File: config.mk
export PLATFORM = sky130hd
export DESIGN_NAME = fpudd_top
export DESIGN_NICKNAME = d
export VERILOG_FILES = /design/src/common/fpudd_pkg.sv /design/src/core/fpudd_decode.sv /design/src/core/fpudd_top.sv
export SDC_FILE = /design/constraint.sdc
export NUM_CORES = 1
export LEC_CHECK = 0
export ABC_AREA = 0
export BUFFER_PORTS_ARGS = -buffer_cell sky130_fd_sc_hd__buf_2
export CORE_MARGIN = 2
export CORE_UTILIZATION = 44
export DETAILED_ROUTE_END_ITERATION = 10
export SYNTH_ARGS = -nofsm -noshare
export SYNTH_HDL_FRONTEND = slang
export SYNTH_SLANG_ARGS = --single-unit
File: constraint.sdc
create_clock -name clk_sys -period 4.6 [get_ports clk_sys]
set_clock_uncertainty 0.05 [all_clocks]
set_input_delay 0.23 -clock clk_sys [delete_from_list [all_inputs] [get_ports clk_sys]]
set_output_delay 0.23 -clock clk_sys [all_outputs]
set_load 0.005 [all_outputs]
File: src/common/fpudd_pkg.sv
// Shared constants and types of the floating point dispatch and decode block
package fpudd_pkg;

	// Queue and hand-over geometry
	localparam logic [2:0] QUEUE_DEPTH = 3'h4;
	localparam int HANDOVER_CYCLES = 2;

	// Fault vectors raised on a bad memory operand
	localparam logic [7:0] GP_FAULT_VECTOR = 8'h0d;
	localparam logic [7:0] STACK_FAULT_VECTOR = 8'h0c;

	// Escape bytes and fixed second bytes
	localparam logic [7:0] ESC_D8 = 8'hd8;
	localparam logic [7:0] ESC_D9 = 8'hd9;
	localparam logic [7:0] ESC_DA = 8'hda;
	localparam logic [7:0] ESC_DB = 8'hdb;
	localparam logic [7:0] ESC_DC = 8'hdc;
	localparam logic [7:0] ESC_DD = 8'hdd;
	localparam logic [7:0] ESC_DE = 8'hde;
	localparam logic [7:0] ESC_DF = 8'hdf;
	localparam logic [7:0] MODRM_EXP2M1 = 8'hf0;
	localparam logic [7:0] MODRM_ABS = 8'he1;
	localparam logic [7:0] MODRM_CHS = 8'he0;
	localparam logic [7:0] MODRM_CLEX = 8'he2;

	// Clock counts (min/max) per operation
	localparam logic [7:0] CLK_EXP2_MIN = 8'h5c;
	localparam logic [7:0] CLK_EXP2_MAX = 8'h6c;
	localparam logic [7:0] CLK_ABS = 8'h02;
	localparam logic [7:0] CLK_CHS = 8'h02;
	localparam logic [7:0] CLK_ADD_MIN = 8'h04;
	localparam logic [7:0] CLK_ADD_MAX = 8'h09;
	localparam logic [7:0] CLK_IADD_MIN = 8'h08;
	localparam logic [7:0] CLK_IADD_MAX = 8'h0e;
	localparam logic [7:0] CLK_CLEX_WAIT = 8'h05;
	localparam logic [7:0] CLK_CLEX_NOW = 8'h03;
	localparam logic [7:0] CLK_CMOV = 8'h04;
	localparam logic [7:0] CLK_OTHER = 8'h01;

	// Register offsets
	localparam logic [7:0] REG_CTRL = 8'h00;
	localparam logic [7:0] REG_STATUS = 8'h04;
	localparam logic [7:0] REG_IRQ_STAT = 8'h08;
	localparam logic [7:0] REG_IRQ_MASK = 8'h0c;
	localparam logic [7:0] REG_EXEC = 8'h10;
	localparam logic [7:0] REG_SAVE = 8'h14;

	// Field positions
	localparam int CTRL_SLOW_BIT = 0;
	localparam int STAT_TOP_LSB = 0;
	localparam int STAT_EXC_BIT = 3;
	localparam int STAT_BUSY_BIT = 4;
	localparam int STAT_HALT_BIT = 5;
	localparam int STAT_QCNT_LSB = 8;
	localparam int SAVE_TOP_LSB = 16;
	localparam int SAVE_CNT_LSB = 20;
	localparam int SAVE_VALID_BIT = 31;
	localparam int IRQ_W = 5;
	localparam int IRQ_GP = 0;
	localparam int IRQ_SS = 1;
	localparam int IRQ_FPEXC = 2;
	localparam int IRQ_OVF = 3;
	localparam int IRQ_DONE = 4;

	// Reset values
	localparam logic [2:0] TOP_RST = 3'h0;
	localparam logic [IRQ_W-1:0] MASK_RST = 5'h00;

	typedef enum logic [4:0] {
		none_op, exp2_minus_one_op, absolute_value_op, real_add_op, real_add_pop_op,
		integer_add_op, sign_flip_op, waiting_exception_clear_op, immediate_exception_clear_op,
		move_if_below_op, move_if_equal_op, move_if_below_equal_op, move_if_unordered_op,
		move_if_not_below_op, move_if_not_equal_op, move_if_above_op, other_op
	} fpudd_op_t;

	typedef enum logic [2:0] {
		mem_none, mem_short_integer, mem_long_integer, mem_quad_integer,
		mem_single_real, mem_double_real, mem_extended_real, mem_packed_bcd
	} fpudd_width_t;

	typedef enum logic [2:0] {EX_IDLE = 3'b001, EX_RUN = 3'b010, EX_HALT = 3'b100} fpudd_ex_state_t;

	typedef struct packed {
		logic [7:0] escape_byte;
		logic [7:0] modrm;
		logic wait_prefix;
		logic carry_flag;
		logic zero_flag;
		logic parity_flag;
	} fpudd_instr_t;

	typedef struct packed {
		fpudd_op_t op;
		fpudd_width_t width;
		logic [2:0] reg_n;
		logic dest_is_n;
		logic pop;
		logic write_en;
		logic clears_exc;
		logic [7:0] clk_min;
		logic [7:0] clk_max;
	} fpudd_dec_t;

	typedef struct packed {
		logic busy;
		logic done;
		fpudd_op_t op;
		fpudd_width_t width;
		logic [2:0] dst_reg;
		logic [2:0] src_reg;
		logic write_en;
		logic pop;
	} fpudd_exec_t;

	typedef struct packed {
		logic valid;
		logic [7:0] vector;
	} fpudd_fault_t;

endpackage

File: src/core/fpudd_decode.sv
// Opcode decoder: escape byte and modrm into operation, operand width and clock counts
`timescale 1ns/1ps
module fpudd_decode
	import fpudd_pkg::*;
(
	input wire fpudd_pkg::fpudd_instr_t instr,
	output fpudd_pkg::fpudd_dec_t dec
);
	logic is_reg;
	logic [2:0] sub;

	// Table lookup; unlisted forms keep their width and run as a one cycle generic op
	always_comb begin
		is_reg = (instr.modrm[7:6] == 2'b11);
		sub = instr.modrm[5:3];
		dec = '0;
		dec.op = other_op;
		dec.reg_n = instr.modrm[2:0];
		dec.write_en = 1'b1;
		dec.clk_min = CLK_OTHER;
		dec.clk_max = CLK_OTHER;
		case (instr.escape_byte)
			ESC_D8, ESC_DC: begin
				if (!is_reg) begin
					dec.width = (instr.escape_byte == ESC_DC) ? mem_double_real : mem_single_real;
				end
				if (sub == 3'h0) begin
					dec.op = real_add_op;
					dec.dest_is_n = is_reg && (instr.escape_byte == ESC_DC);
					dec.clk_min = CLK_ADD_MIN;
					dec.clk_max = CLK_ADD_MAX;
				end
			end
			ESC_D9: begin
				if (!is_reg) begin
					dec.width = mem_single_real;
				end else if (instr.modrm == MODRM_EXP2M1) begin
					dec.op = exp2_minus_one_op;
					dec.clk_min = CLK_EXP2_MIN;
					dec.clk_max = CLK_EXP2_MAX;
				end else if (instr.modrm == MODRM_ABS) begin
					dec.op = absolute_value_op;
					dec.clk_min = CLK_ABS;
					dec.clk_max = CLK_ABS;
				end else if (instr.modrm == MODRM_CHS) begin
					dec.op = sign_flip_op;
					dec.clk_min = CLK_CHS;
					dec.clk_max = CLK_CHS;
				end
			end
			ESC_DA, ESC_DE: begin
				if (!is_reg) begin
					dec.width = (instr.escape_byte == ESC_DA) ? mem_long_integer : mem_short_integer;
					if (sub == 3'h0) begin
						dec.op = integer_add_op;
						dec.clk_min = CLK_IADD_MIN;
						dec.clk_max = CLK_IADD_MAX;
					end
				end else if (instr.escape_byte == ESC_DE) begin
					if (sub == 3'h0) begin
						dec.op = real_add_pop_op;
						dec.dest_is_n = 1'b1;
						dec.pop = 1'b1;
						dec.clk_min = CLK_ADD_MIN;
						dec.clk_max = CLK_ADD_MAX;
					end
				end else if (sub[2] == 1'b0) begin
					dec.clk_min = CLK_CMOV;
					dec.clk_max = CLK_CMOV;
					case (sub[1:0])
						2'h0: begin dec.op = move_if_below_op; dec.write_en = instr.carry_flag; end
						2'h1: begin dec.op = move_if_equal_op; dec.write_en = instr.zero_flag; end
						2'h2: begin
							dec.op = move_if_below_equal_op;
							dec.write_en = instr.carry_flag | instr.zero_flag;
						end
						default: begin dec.op = move_if_unordered_op; dec.write_en = instr.parity_flag; end
					endcase
				end
			end
			ESC_DB: begin
				if (!is_reg) begin
					dec.width = (sub == 3'h5 || sub == 3'h7) ? mem_extended_real : mem_long_integer;
				end else if (instr.modrm == MODRM_CLEX) begin
					dec.op = instr.wait_prefix ? waiting_exception_clear_op : immediate_exception_clear_op;
					dec.clears_exc = 1'b1;
					dec.write_en = 1'b0;
					dec.clk_min = instr.wait_prefix ? CLK_CLEX_WAIT : CLK_CLEX_NOW;
					dec.clk_max = dec.clk_min;
				end else if (sub[2:1] == 2'b00 || sub == 3'h2) begin
					dec.clk_min = CLK_CMOV;
					dec.clk_max = CLK_CMOV;
					case (sub[1:0])
						2'h0: begin dec.op = move_if_not_below_op; dec.write_en = ~instr.carry_flag; end
						2'h1: begin dec.op = move_if_not_equal_op; dec.write_en = ~instr.zero_flag; end
						default: begin
							dec.op = move_if_above_op;
							dec.write_en = ~instr.carry_flag & ~instr.zero_flag;
						end
					endcase
				end
			end
			ESC_DD: begin
				dec.width = is_reg ? mem_none : mem_double_real;
			end
			ESC_DF: begin
				if (!is_reg) begin
					dec.width = (sub == 3'h4 || sub == 3'h6) ? mem_packed_bcd :
						((sub == 3'h5 || sub == 3'h7) ? mem_quad_integer : mem_short_integer);
				end
			end
			default: begin
				dec.op = none_op;
				dec.write_en = 1'b0;
			end
		endcase
	end
endmodule

File: src/core/fpudd_top.sv
// Floating point dispatch: hand-over stage, pending queue, executor sequencing and registers
//
// Implementation choices: the strobed register port and the register offsets.
`timescale 1ns/1ps

module fpudd_top
	import fpudd_pkg::*;
(
	input wire logic clk_sys,
	input wire logic rst_n,
	input wire logic [7:0] reg_addr,
	input wire logic [31:0] reg_wdata,
	input wire logic reg_wr,
	input wire logic reg_rd,
	output logic [31:0] reg_rdata,
	input wire logic det_valid,
	input wire fpudd_pkg::fpudd_instr_t det_instr,
	input wire logic det_seg_limit_err,
	input wire logic det_access_err,
	input wire logic det_stack_limit_err,
	output logic det_stall,
	input wire logic fp_exception,
	output fpudd_pkg::fpudd_exec_t exec,
	output fpudd_pkg::fpudd_fault_t fault,
	output logic save_valid,
	output logic irq
);
	import fpudd_pkg::*;

	typedef struct packed {
		fpudd_instr_t hand;
		logic hand_v;
		fpudd_instr_t [QUEUE_DEPTH-1:0] queue;
		logic [2:0] q_cnt;
		fpudd_ex_state_t st;
		logic [7:0] cnt;
		fpudd_dec_t dec;
		fpudd_exec_t exec;
		fpudd_fault_t fault;
		logic stall;
		logic save_v;
		logic slow;
		logic [2:0] top;
		logic exc_pend;
		logic [IRQ_W-1:0] irq_stat;
		logic [IRQ_W-1:0] irq_mask;
		logic irq;
		logic [15:0] last_instr;
		logic [15:0] save_instr;
		logic [2:0] save_top;
		logic [2:0] save_cnt;
		logic save_held;
		logic [31:0] rdata;
	} fpudd_state_t;

	fpudd_state_t q;
	fpudd_state_t d;
	fpudd_dec_t head_dec;
	logic deq;
	logic exc_set;
	logic exc_hw_clr;
	logic exc_sw_clr;
	logic others_queued;
	logic [2:0] after_deq;
	logic [IRQ_W-1:0] evt;
	logic [IRQ_W-1:0] irq_w1c;

	// Physical register of operand n, wrapping modulo eight
	function automatic logic [2:0] stack_reg(input logic [2:0] stack_top, input logic [2:0] n);
		logic [3:0] sum;
		sum = {1'b0, stack_top} + {1'b0, n};
		return sum[2:0];
	endfunction

	// Sticky flag update where a new event beats a clear in the same cycle
	function automatic logic [IRQ_W-1:0] sticky(input logic [IRQ_W-1:0] old,
		input logic [IRQ_W-1:0] clr, input logic [IRQ_W-1:0] set);
		return (old & ~clr) | set;
	endfunction

	fpudd_decode u_decode (
		.instr(q.queue[0]),
		.dec(head_dec)
	);

	// Next-state logic for the whole block
	always_comb begin
		d = q;
		deq = 1'b0;
		exc_set = 1'b0;
		exc_hw_clr = 1'b0;
		exc_sw_clr = 1'b0;
		evt = '0;
		irq_w1c = '0;
		d.fault.valid = 1'b0;
		d.exec.done = 1'b0;
		d.save_v = 1'b0;
		d.hand_v = 1'b0;
		d.rdata = '0;

		// Software writes first so the executor's own updates override them
		if (reg_wr) begin
			case (reg_addr)
				REG_CTRL: d.slow = reg_wdata[CTRL_SLOW_BIT];
				REG_STATUS: begin
					d.top = reg_wdata[STAT_TOP_LSB +: 3];
					exc_sw_clr = reg_wdata[STAT_EXC_BIT];
				end
				REG_IRQ_STAT: irq_w1c = reg_wdata[IRQ_W-1:0];
				REG_IRQ_MASK: d.irq_mask = reg_wdata[IRQ_W-1:0];
				default: d.slow = q.slow;
			endcase
		end

		// Executor; a start is held back when an exception arrives in that cycle
		case (q.st)
			EX_IDLE: begin
				if (q.q_cnt != 3'h0 && !fp_exception) begin
					deq = 1'b1;
					d.dec = head_dec;
					d.cnt = q.slow ? head_dec.clk_max : head_dec.clk_min;
					d.st = EX_RUN;
					d.exec.busy = 1'b1;
					d.exec.op = head_dec.op;
					d.exec.width = head_dec.width;
					d.exec.write_en = head_dec.write_en;
					d.exec.pop = head_dec.pop;
					d.last_instr = {q.queue[0].escape_byte, q.queue[0].modrm};
					// Destination is either the stack top or the relative register n
					if (head_dec.dest_is_n) begin
						d.exec.dst_reg = stack_reg(q.top, head_dec.reg_n);
						d.exec.src_reg = q.top;
					end else begin
						d.exec.dst_reg = q.top;
						d.exec.src_reg = stack_reg(q.top, head_dec.reg_n);
					end
				end
			end
			EX_RUN: begin
				// Busy stands for exactly the chosen clock count
				if (q.cnt == 8'h01) begin
					d.st = EX_IDLE;
					d.exec.busy = 1'b0;
					d.exec.done = 1'b1;
					evt[IRQ_DONE] = 1'b1;
					if (q.dec.pop) begin
						d.top = stack_reg(q.top, 3'h1);
					end
					exc_hw_clr = q.dec.clears_exc;
				end else begin
					d.cnt = q.cnt - 8'h01;
				end
			end
			EX_HALT: begin
				// Queue stays frozen until software clears the pending exception
				if (!q.exc_pend) begin
					d.st = EX_IDLE;
				end
			end
			default: d.st = EX_IDLE;
		endcase

		// Queue shift on dequeue, then append the hand-over entry
		after_deq = q.q_cnt - {2'b00, deq};
		if (deq) begin
			for (int i = 0; i < QUEUE_DEPTH - 1; i++) begin
				d.queue[i] = q.queue[i+1];
			end
		end
		d.q_cnt = after_deq;
		if (q.hand_v) begin
			d.queue[after_deq[1:0]] = q.hand;
			d.q_cnt = after_deq + 3'h1;
		end

		// Exception with work still pending: snapshot and halt for recovery
		others_queued = (after_deq != 3'h0) || q.hand_v;
		if (fp_exception) begin
			exc_set = 1'b1;
			evt[IRQ_FPEXC] = 1'b1;
			if (others_queued) begin
				d.st = EX_HALT;
				d.exec.busy = 1'b0;
				d.save_v = 1'b1;
				d.save_held = 1'b1;
				d.save_instr = q.last_instr;
				d.save_top = q.top;
				d.save_cnt = d.q_cnt;
			end
		end
		d.exc_pend = (q.exc_pend & ~(exc_sw_clr | exc_hw_clr)) | exc_set;

		// Detection: faults are raised instead of queuing, before anything runs
		if (det_valid) begin
			if (q.stall) begin
				evt[IRQ_OVF] = 1'b1;
			end else if (det_seg_limit_err || det_access_err) begin
				d.fault.valid = 1'b1;
				d.fault.vector = GP_FAULT_VECTOR;
				evt[IRQ_GP] = 1'b1;
			end else if (det_stack_limit_err) begin
				d.fault.valid = 1'b1;
				d.fault.vector = STACK_FAULT_VECTOR;
				evt[IRQ_SS] = 1'b1;
			end else begin
				d.hand = det_instr;
				d.hand_v = 1'b1;
			end
		end

		// Hand-over entry counts toward capacity so the queue cannot overrun
		d.stall = ({1'b0, d.q_cnt} + {3'b000, d.hand_v}) >= {1'b0, QUEUE_DEPTH};

		// Interrupt status and level output
		d.irq_stat = sticky(q.irq_stat, irq_w1c, evt);
		d.irq = |(d.irq_stat & d.irq_mask);

		// Read data valid only in the cycle after the strobe
		if (reg_rd) begin
			case (reg_addr)
				REG_CTRL: d.rdata[CTRL_SLOW_BIT] = q.slow;
				REG_STATUS: begin
					d.rdata[STAT_TOP_LSB +: 3] = q.top;
					d.rdata[STAT_EXC_BIT] = q.exc_pend;
					d.rdata[STAT_BUSY_BIT] = q.exec.busy;
					d.rdata[STAT_HALT_BIT] = (q.st == EX_HALT);
					d.rdata[STAT_QCNT_LSB +: 3] = q.q_cnt;
				end
				REG_IRQ_STAT: d.rdata[IRQ_W-1:0] = q.irq_stat;
				REG_IRQ_MASK: d.rdata[IRQ_W-1:0] = q.irq_mask;
				REG_EXEC: begin
					d.rdata[4:0] = q.exec.op;
					d.rdata[10:8] = q.exec.width;
					d.rdata[31:16] = q.last_instr;
				end
				REG_SAVE: begin
					d.rdata[15:0] = q.save_instr;
					d.rdata[SAVE_TOP_LSB +: 3] = q.save_top;
					d.rdata[SAVE_CNT_LSB +: 3] = q.save_cnt;
					d.rdata[SAVE_VALID_BIT] = q.save_held;
				end
				default: d.rdata = '0;
			endcase
		end
	end

	// State register; reset values are constants only
	always_ff @(posedge clk_sys or negedge rst_n) begin
		if (!rst_n) begin
			q <= '0;
			q.st <= EX_IDLE;
			q.top <= TOP_RST;
			q.irq_mask <= MASK_RST;
		end else begin
			q <= d;
		end
	end

	// Outputs straight from the state register
	assign reg_rdata = q.rdata;
	assign det_stall = q.stall;
	assign exec = q.exec;
	assign fault = q.fault;
	assign save_valid = q.save_v;
	assign irq = q.irq;
endmodule

==> results of run 1 <==
-- final cells by class --
type / count / area [um^2]
Clock buffer: 35 / 756
Multi-Input combinational cell: 740 / 4450
Sequential cell: 226 / 5660
Timing Repair Buffer: 143 / 921
Antenna cell: 1 / 2.50
Inverter: 28 / 108
Tap cell: 324 / 405
Clock inverter: 13 / 169
Fill cell: 2219 / 11900
-- metrics by stage --
stage / total power, uW / hold slack (ns)
global route: 6960 / 0.0924
CTS: 6600 / 0.0559
finish: 6540 / 0.0829
global placement: 4320 / 0.321
floorplan: 3930 / -0.116
detailed placement: 4360 / 0.318
-- state kept, by name, indices dropped and copies added (netlist names) --
name	cells
q	170
fault	3
irq	1
exec	18
det_stall	1
save_valid	1
reg_rdata	32
-- power groups by stage --
stage          Sequential, uW  Combinational, uW  Clock [uW]
2_1_floorplan            2880               1050           0
3_3_place_gp             3080               1230           0
3_5_place_dp             3090               1270           0
4_1_cts                  3060               1300        2240
5_1_grt                  3150               1480        2330
6_report                 3070               1290        2180
-- layer usage --
| metal | wire [um] | up-vias | track usage (%) |
|---|---|---|---|
| met1 | 12000 | 3742 | 28.8 |
| met4 | 460 | 0 | 4.26 |
| met3 | 1290 | 35 | 2.57 |
| met2 | 11200 | 236 | 30.0 |
| met5 | 0 | - | 0 |
| li1 | - | 3836 | - |
-- critical path, cell delays in order, from the launching register on --
cell and delay [ns]:
dfrtp_1 0.41, nor3_1 0.45, or3_1 0.19, or2_1 0.18
inv_4 0.04, ha_1 0.17, ha_1 0.32, ha_1 0.19
nand2b_1 0.08, o21ai_2 0.10, buf_4 0.31, inv_1 0.40
nand2_1 0.18, nand2_1 0.07
-- layout by cell type, fill, tap and decap left out, types with 7 or more instances in the layout --
master | Yosys | routed
a21oi_1 | 25 | 25
a22o_1 | 12 | 12
and2_1 | 21 | 21
buf_2 | 5 | 97
buf_4 | 64 | 12
clkbuf_16 | 0 | 27
clkinv_2 | 1 | 8
dfrtp_1 | 225 | 225
dlygate4sd3_1 | 0 | 33
ha_1 | 16 | 16
inv_1 | 26 | 26
mux2_2 | 25 | 25
mux2i_1 | 73 | 73
nand2_1 | 257 | 257
nand2b_1 | 9 | 9
nand3_1 | 8 | 8
nor2_1 | 49 | 49
nor2b_1 | 8 | 8
nor3_1 | 14 | 14
nor4_1 | 13 | 13
o21ai_0 | 86 | 85
o21ai_1 | 21 | 21
o31ai_1 | 7 | 7
-- timing repair --
action	CTS	global route
hold endpoints to repair	152	0
buffers inserted	0	0
hold buffers	33	0
-- how the worst min path moves through the flow --
stage | from | end | slack (ns) | cells after the start
after global routing | reg_addr[0] | q[79] | 0.09 | 4
after global placement | rst_n | fault[0] | 0.32 | 1
after floorplan | rst_n | det_stall | -0.12 | 0
final | reg_addr[0] | q[72] | 0.08 | 4
after CTS | reg_addr[3] | reg_rdata[0] | 0.06 | 4
after detailed placement | rst_n | fault[8] | 0.32 | 1
-- cell families (layout without fill, tap and decap cells) --
logic type	Yosys count	count (layout)	share of synthesized area, %
mux	99	99	9.49
compound gates	194	194	10.7
xor+xnor	9	9	0.723
other cells	1	6	0.0344
flops	226	226	51.9
simple gates	416	416	17.7
buf+inv	143	219	7.47
fa+ha+maj	17	17	2.02
==> run_results.csv, run 1 <==
group,metric,value,unit
synth,avgSynthCellArea,9.87,um^2
sta,setup_viol,0,
sta,setup_tns,0,ns
power_and_ir_drop,pwr-share-clk,33.4,%
detailed_routing,avgRoutedWirePerCell,16.5,um
placed_design,pre_cts_ws,1.27,ns
hold_path,hold_class,"primary input to flop",
grt,grt_pass1_vias,7452,
sta,tightest_slew,0.959,ns
sta,rsz0062_at_grt,"no",
final_layout,final_core_util,51.3,%
setup_path,start_kind,"flop",
sta,layout_min_cycle_time,3.28,ns
placed_design,gp_congestion,0.893,
setup_path,worstPathArrival,3.63,ns
power_and_ir_drop,sequentialPowerShare,46.9,%
placed_design,dpl_cell_area,0.0112,mm^2
placed_design,portBuffers,98,
synth,async_reset_ff_share,100,%
sta,slew_violations,0,
setup_path,path_class,"flop to flop",
power_and_ir_drop,pwr-share-comb,19.8,%
synth,syn_inst,1105,
detailed_routing,drc,0,
placed_design,dp_cells,1428,
outcome,status,"completed",
synth,synth_top_area_share,51.6,%
power_and_ir_drop,power_density,525,mW/mm^2
sta,fmax,305,MHz
clocking,cts.clk_slew.worst_paths,0.06,ns
synth,synthesis.area,0.0109,mm^2
final_layout,finalInstanceArea,0.0125,mm^2
synth,synth_ff_type,"dfrtp_1",
clocking,insertion_delay,0.52,ns
clocking,postCtsResizedCells,0,
setup_path,reg2reg_to,"q[45]",
detailed_routing,routed_wl,25.0,mm
final_layout,drive_above_1_share,16.5,%
synth,ys_warn_count,0,
clocking,clock_path_buffers,3,
placed_design,place_hpwl,16.6,mm
synth,synth.area.top_cells,"dfrtp_1, nand2_1, mux2i_1",
grt,grt_pass1_wl,40.7,mm
run,max_cap_violations,0,
setup_path,critPathLaunch,"q[160]",
floorplanning,start_util,44.8,%
setup_path,crit_path_end_kind,"flop",
synth,synth_common_cells,"nand2_1, dfrtp_1, o21ai_0, mux2i_1, buf_4",
grt,antenna_found_initial,0,
detailed_routing,postRouteAntennaNets,0,
power_and_ir_drop,power.leakage,0.00585,uW
clocking,cts_tree,"yes",
floorplanning,io_pins,131,
setup_path,setup.worst_path.end,"q[45]",
setup_path,r2r_slack,1.32,ns
setup_path,required,4.95,ns
setup_path,reg2regPathDepth,13,
grt,grt_overflow,0,
power_and_ir_drop,vdd_drop_max,281,uV
detailed_routing,vias_per_cell,5.20,
synth,yosysUniqueCellTypes,72,
power_and_ir_drop,p_sw_share,31.2,%
floorplanning,placementRows,57,
floorplanning,core_area,0.0243,mm^2
floorplanning,die_w,161,um
final_layout,finalNonFillerCells,1510,
synth,yosysTopAreaCell,"dfrtp_1",
detailed_routing,drtIter0Drc,490,
power_and_ir_drop,internal_power,4500,uW
clocking,ctsRootBufferMaster,"clkbuf_16",
synth,ys_seq_area_share,51.9,%
detailed_routing,vias,7849,
clocking,htreeDepth,1,
power_and_ir_drop,net-switching-power,2040,uW
detailed_routing,dr.pass1.iters,8,
synth,synth_edf_count,0,
final_layout,fin_nets,1251,
sta,hold_viol,0,
floorplanning,die_area,0.0261,mm^2
setup_path,critPathMaxFanout,30,
sta,fin_ws,1.32,ns
clocking,cts_made_buffers,26,
synth,synth_most_common_cell,"nand2_1",
final_layout,syn_to_final_growth,14.4,%
grt,grt_usage,19.3,%
synth,ys_seq_elements,226,
sta,maxSlewHeadroom,35.7,%
sta,timing.final.crit_share,71.3,%
floorplanning,die_h,161,um
setup_path,r2r_start,"q[160]",
clocking,numClockSinks,226,
grt,grt_max_degree,118,
(Power assumes the default switching activity.)
==> run 2: changes to the inputs <==
- PLACE_DENSITY: default -> 0.66
- clock period: 4.6 -> 2.65 ns (I/O delays scaled with it)
==> run_results.csv, run 2 (synthesis gave the netlist of run 1 again) <==
group,metric,value,unit
hold_path,holdPathEnd,"q[81]",
floorplanning,io_pins,131,
sta,layout_min_cycle_time,2.58,ns
sta,maxSlewHeadroom,59.4,%
detailed_routing,avgRoutedWirePerCell,16.4,um
setup_path,r2r_slack,0.07,ns
clocking,clock_path_buffers,3,
floorplanning,die_w,161,um
setup_path,slowest_delay,0.53,ns
power_and_ir_drop,vdd_drop_max,527,uV
setup_path,path_common_cell,"ha_4",
clocking,insertion_delay,0.52,ns
power_and_ir_drop,power_density,895,mW/mm^2
floorplanning,die_h,161,um
floorplanning,die_area,0.0261,mm^2
outcome,violations,"hold timing",
setup_path,crit_path_end_kind,"flop",
sta,slew_violations,0,
floorplanning,placementRows,57,
setup_path,crit_chain,"nand2b_1, or3_1, or2_1, clkinv_4, ha_4, ha_4, inv_2, ha_1, nand2_1, o21ai_1, o31ai_1, buf_4",
final_layout,drive_above_1_share,18.9,%
clocking,htreeDepth,1,
setup_path,r2r_start,"q[155]",
final_layout,syn_to_final_growth,17.7,%
clocking,cts_made_buffers,25,
sta,rsz0062_at_grt,"yes",
grt,grt_overflow,0,
final_layout,diodes,0,
final_layout,fin_nets,1281,
sta,fmax,387,MHz
setup_path,worstPathArrival,3.00,ns
detailed_routing,postRouteAntennaNets,0,
run,max_cap_violations,0,
setup_path,critPathMaxFanout,3,
setup_path,cpMaxStageDelayCell,"dfstp_2",
sta,hold_viol,2,
detailed_routing,drtIter0Drc,659,
sta,tightest_slew,0.609,ns
floorplanning,start_util,44.8,%
setup_path,path_class,"flop to flop",
setup_path,reg2reg_to,"det_stall",
hold_path,hp-start,"reg_addr[1]",
detailed_routing,vias_per_cell,5.19,
floorplanning,core_area,0.0243,mm^2
grt,antenna_found_initial,0,
clocking,cts.clk_slew.worst_paths,0.06,ns
detailed_routing,routed_wl,25.2,mm
placed_design,gp_congestion,0.895,
clocking,cts_tree,"yes",
hold_path,hold_class,"primary input to flop",
grt,grt_max_degree,82,
setup_path,required,3.06,ns
grt,grt_pass1_wl,41.3,mm
power_and_ir_drop,power.leakage,0.00600,uW
placed_design,place_hpwl,16.9,mm
setup_path,reg2regPathDepth,12,
detailed_routing,vias,7980,
outcome,status,"finished with violations",
placed_design,pre_cts_ws,0.0338,ns
grt,grt_pass1_vias,7569,
grt,grt_usage,19.5,%
clocking,ctsRootBufferMaster,"clkbuf_16",
final_layout,final_common_cell,"nand2_1",
sta,fin_ws,0.0680,ns
sta,setup_viol,0,
detailed_routing,drc,0,
final_layout,top_register,"q",
clocking,numClockSinks,226,
sta,timing.final.crit_share,97.4,%
sta,hold-worst-slack,-0.00630,ns
final_layout,final_cell_mix,"nand2_1, dfrtp_1, buf_2",
final_layout,largest_reg_flops,170,
detailed_routing,dr.pass1.iters,7,
setup_path,start_kind,"flop",
final_layout,final_core_util,52.8,%
hold_path,min_path_cells,4,
placed_design,portBuffers,98,
[run 2: cell count changes in the layout (fill, tap and decap cells not counted), sizes merged]
cell         previous run  this run
buf                   110       134
clkbuf                 35        33
clkinv                  8         6
clkinvlp                0         1
diode                   1         0
dlygate4sd3            33        40
[run 2: area by class of cell]
type                            count  area [um^2]
Multi-Input combinational cell    740         4520
Sequential cell                   226         5660
Timing Repair Buffer              174         1250
Fill cell                        2164        11500
Clock inverter                     12          174
Tap cell                          324          405
Clock buffer                       33          716
Inverter                           28          110
[run 2: metal layers]
metal	GRT usage, %	part of all wire [%]	vias to the layer above
met5	0	0	-
met4	4.38	2.1	0
met3	2.62	5.2	35
met2	30.9	46	242
met1	28.6	47	3800
li1	-	-	3903
[run 2: power by group]
group | internal [uW] | switching (uW) | leakage, uW
clock | 2290 | 1390 | 0.000439
combinational | 1150 | 1380 | 0.00262
sequential | 4430 | 849 | 0.00294
total | 7870 | 3620 | 0.00600
[run 2: timing repair]
item / 4_1_cts / 5_1_grt
endpoints found under the hold margin: 118 / 0
pin swaps: 0 / 1
gates resized for setup: 1 / 1
endpoints found under the setup margin: 2 / 20
setup buffers: 0 / 1
hold buffers: 41 / 0
[run 2: worst max path at each step]
stage / start / endpoint / slack (ns) / depth (start not counted)
floorplan: q[155] / q[38] / -0.24 / 17
global placement: q[160] / det_stall / 0.07 / 12
detailed placement: q[160] / q[232] / 0.03 / 11
CTS: reg_addr[3] / irq / 0.06 / 8
global route: q[155] / q[40] / -0.04 / 11
finish: q[155] / det_stall / 0.07 / 12
[run 2: metrics by stage]
step                      power (uW)  instance area [um^2]  cells  setup TNS (ns)
after floorplan                 6940                 11100   1109          -18.04
after global placement          7680                 11500   1451               0
after detailed placement        7780                 11500   1451               0
after CTS                      11600                 12800   1537               0
after global routing           12200                 12800   1537          -0.542
final                          11500                 12800   1537               0
[run 2: worst max-delay path: cells and delay by family, from the launching register on]
| kind | cells | cell delay [ns] |
|---|---|---|
| AO/OA/AOI/OAI | 2 | 0.31 |
| adder cells (fa/ha/maj) | 3 | 0.56 |
| buffers and inverters | 3 | 0.33 |
| flip-flops | 1 | 0.53 |
| AND/OR/NAND/NOR | 4 | 0.73 |
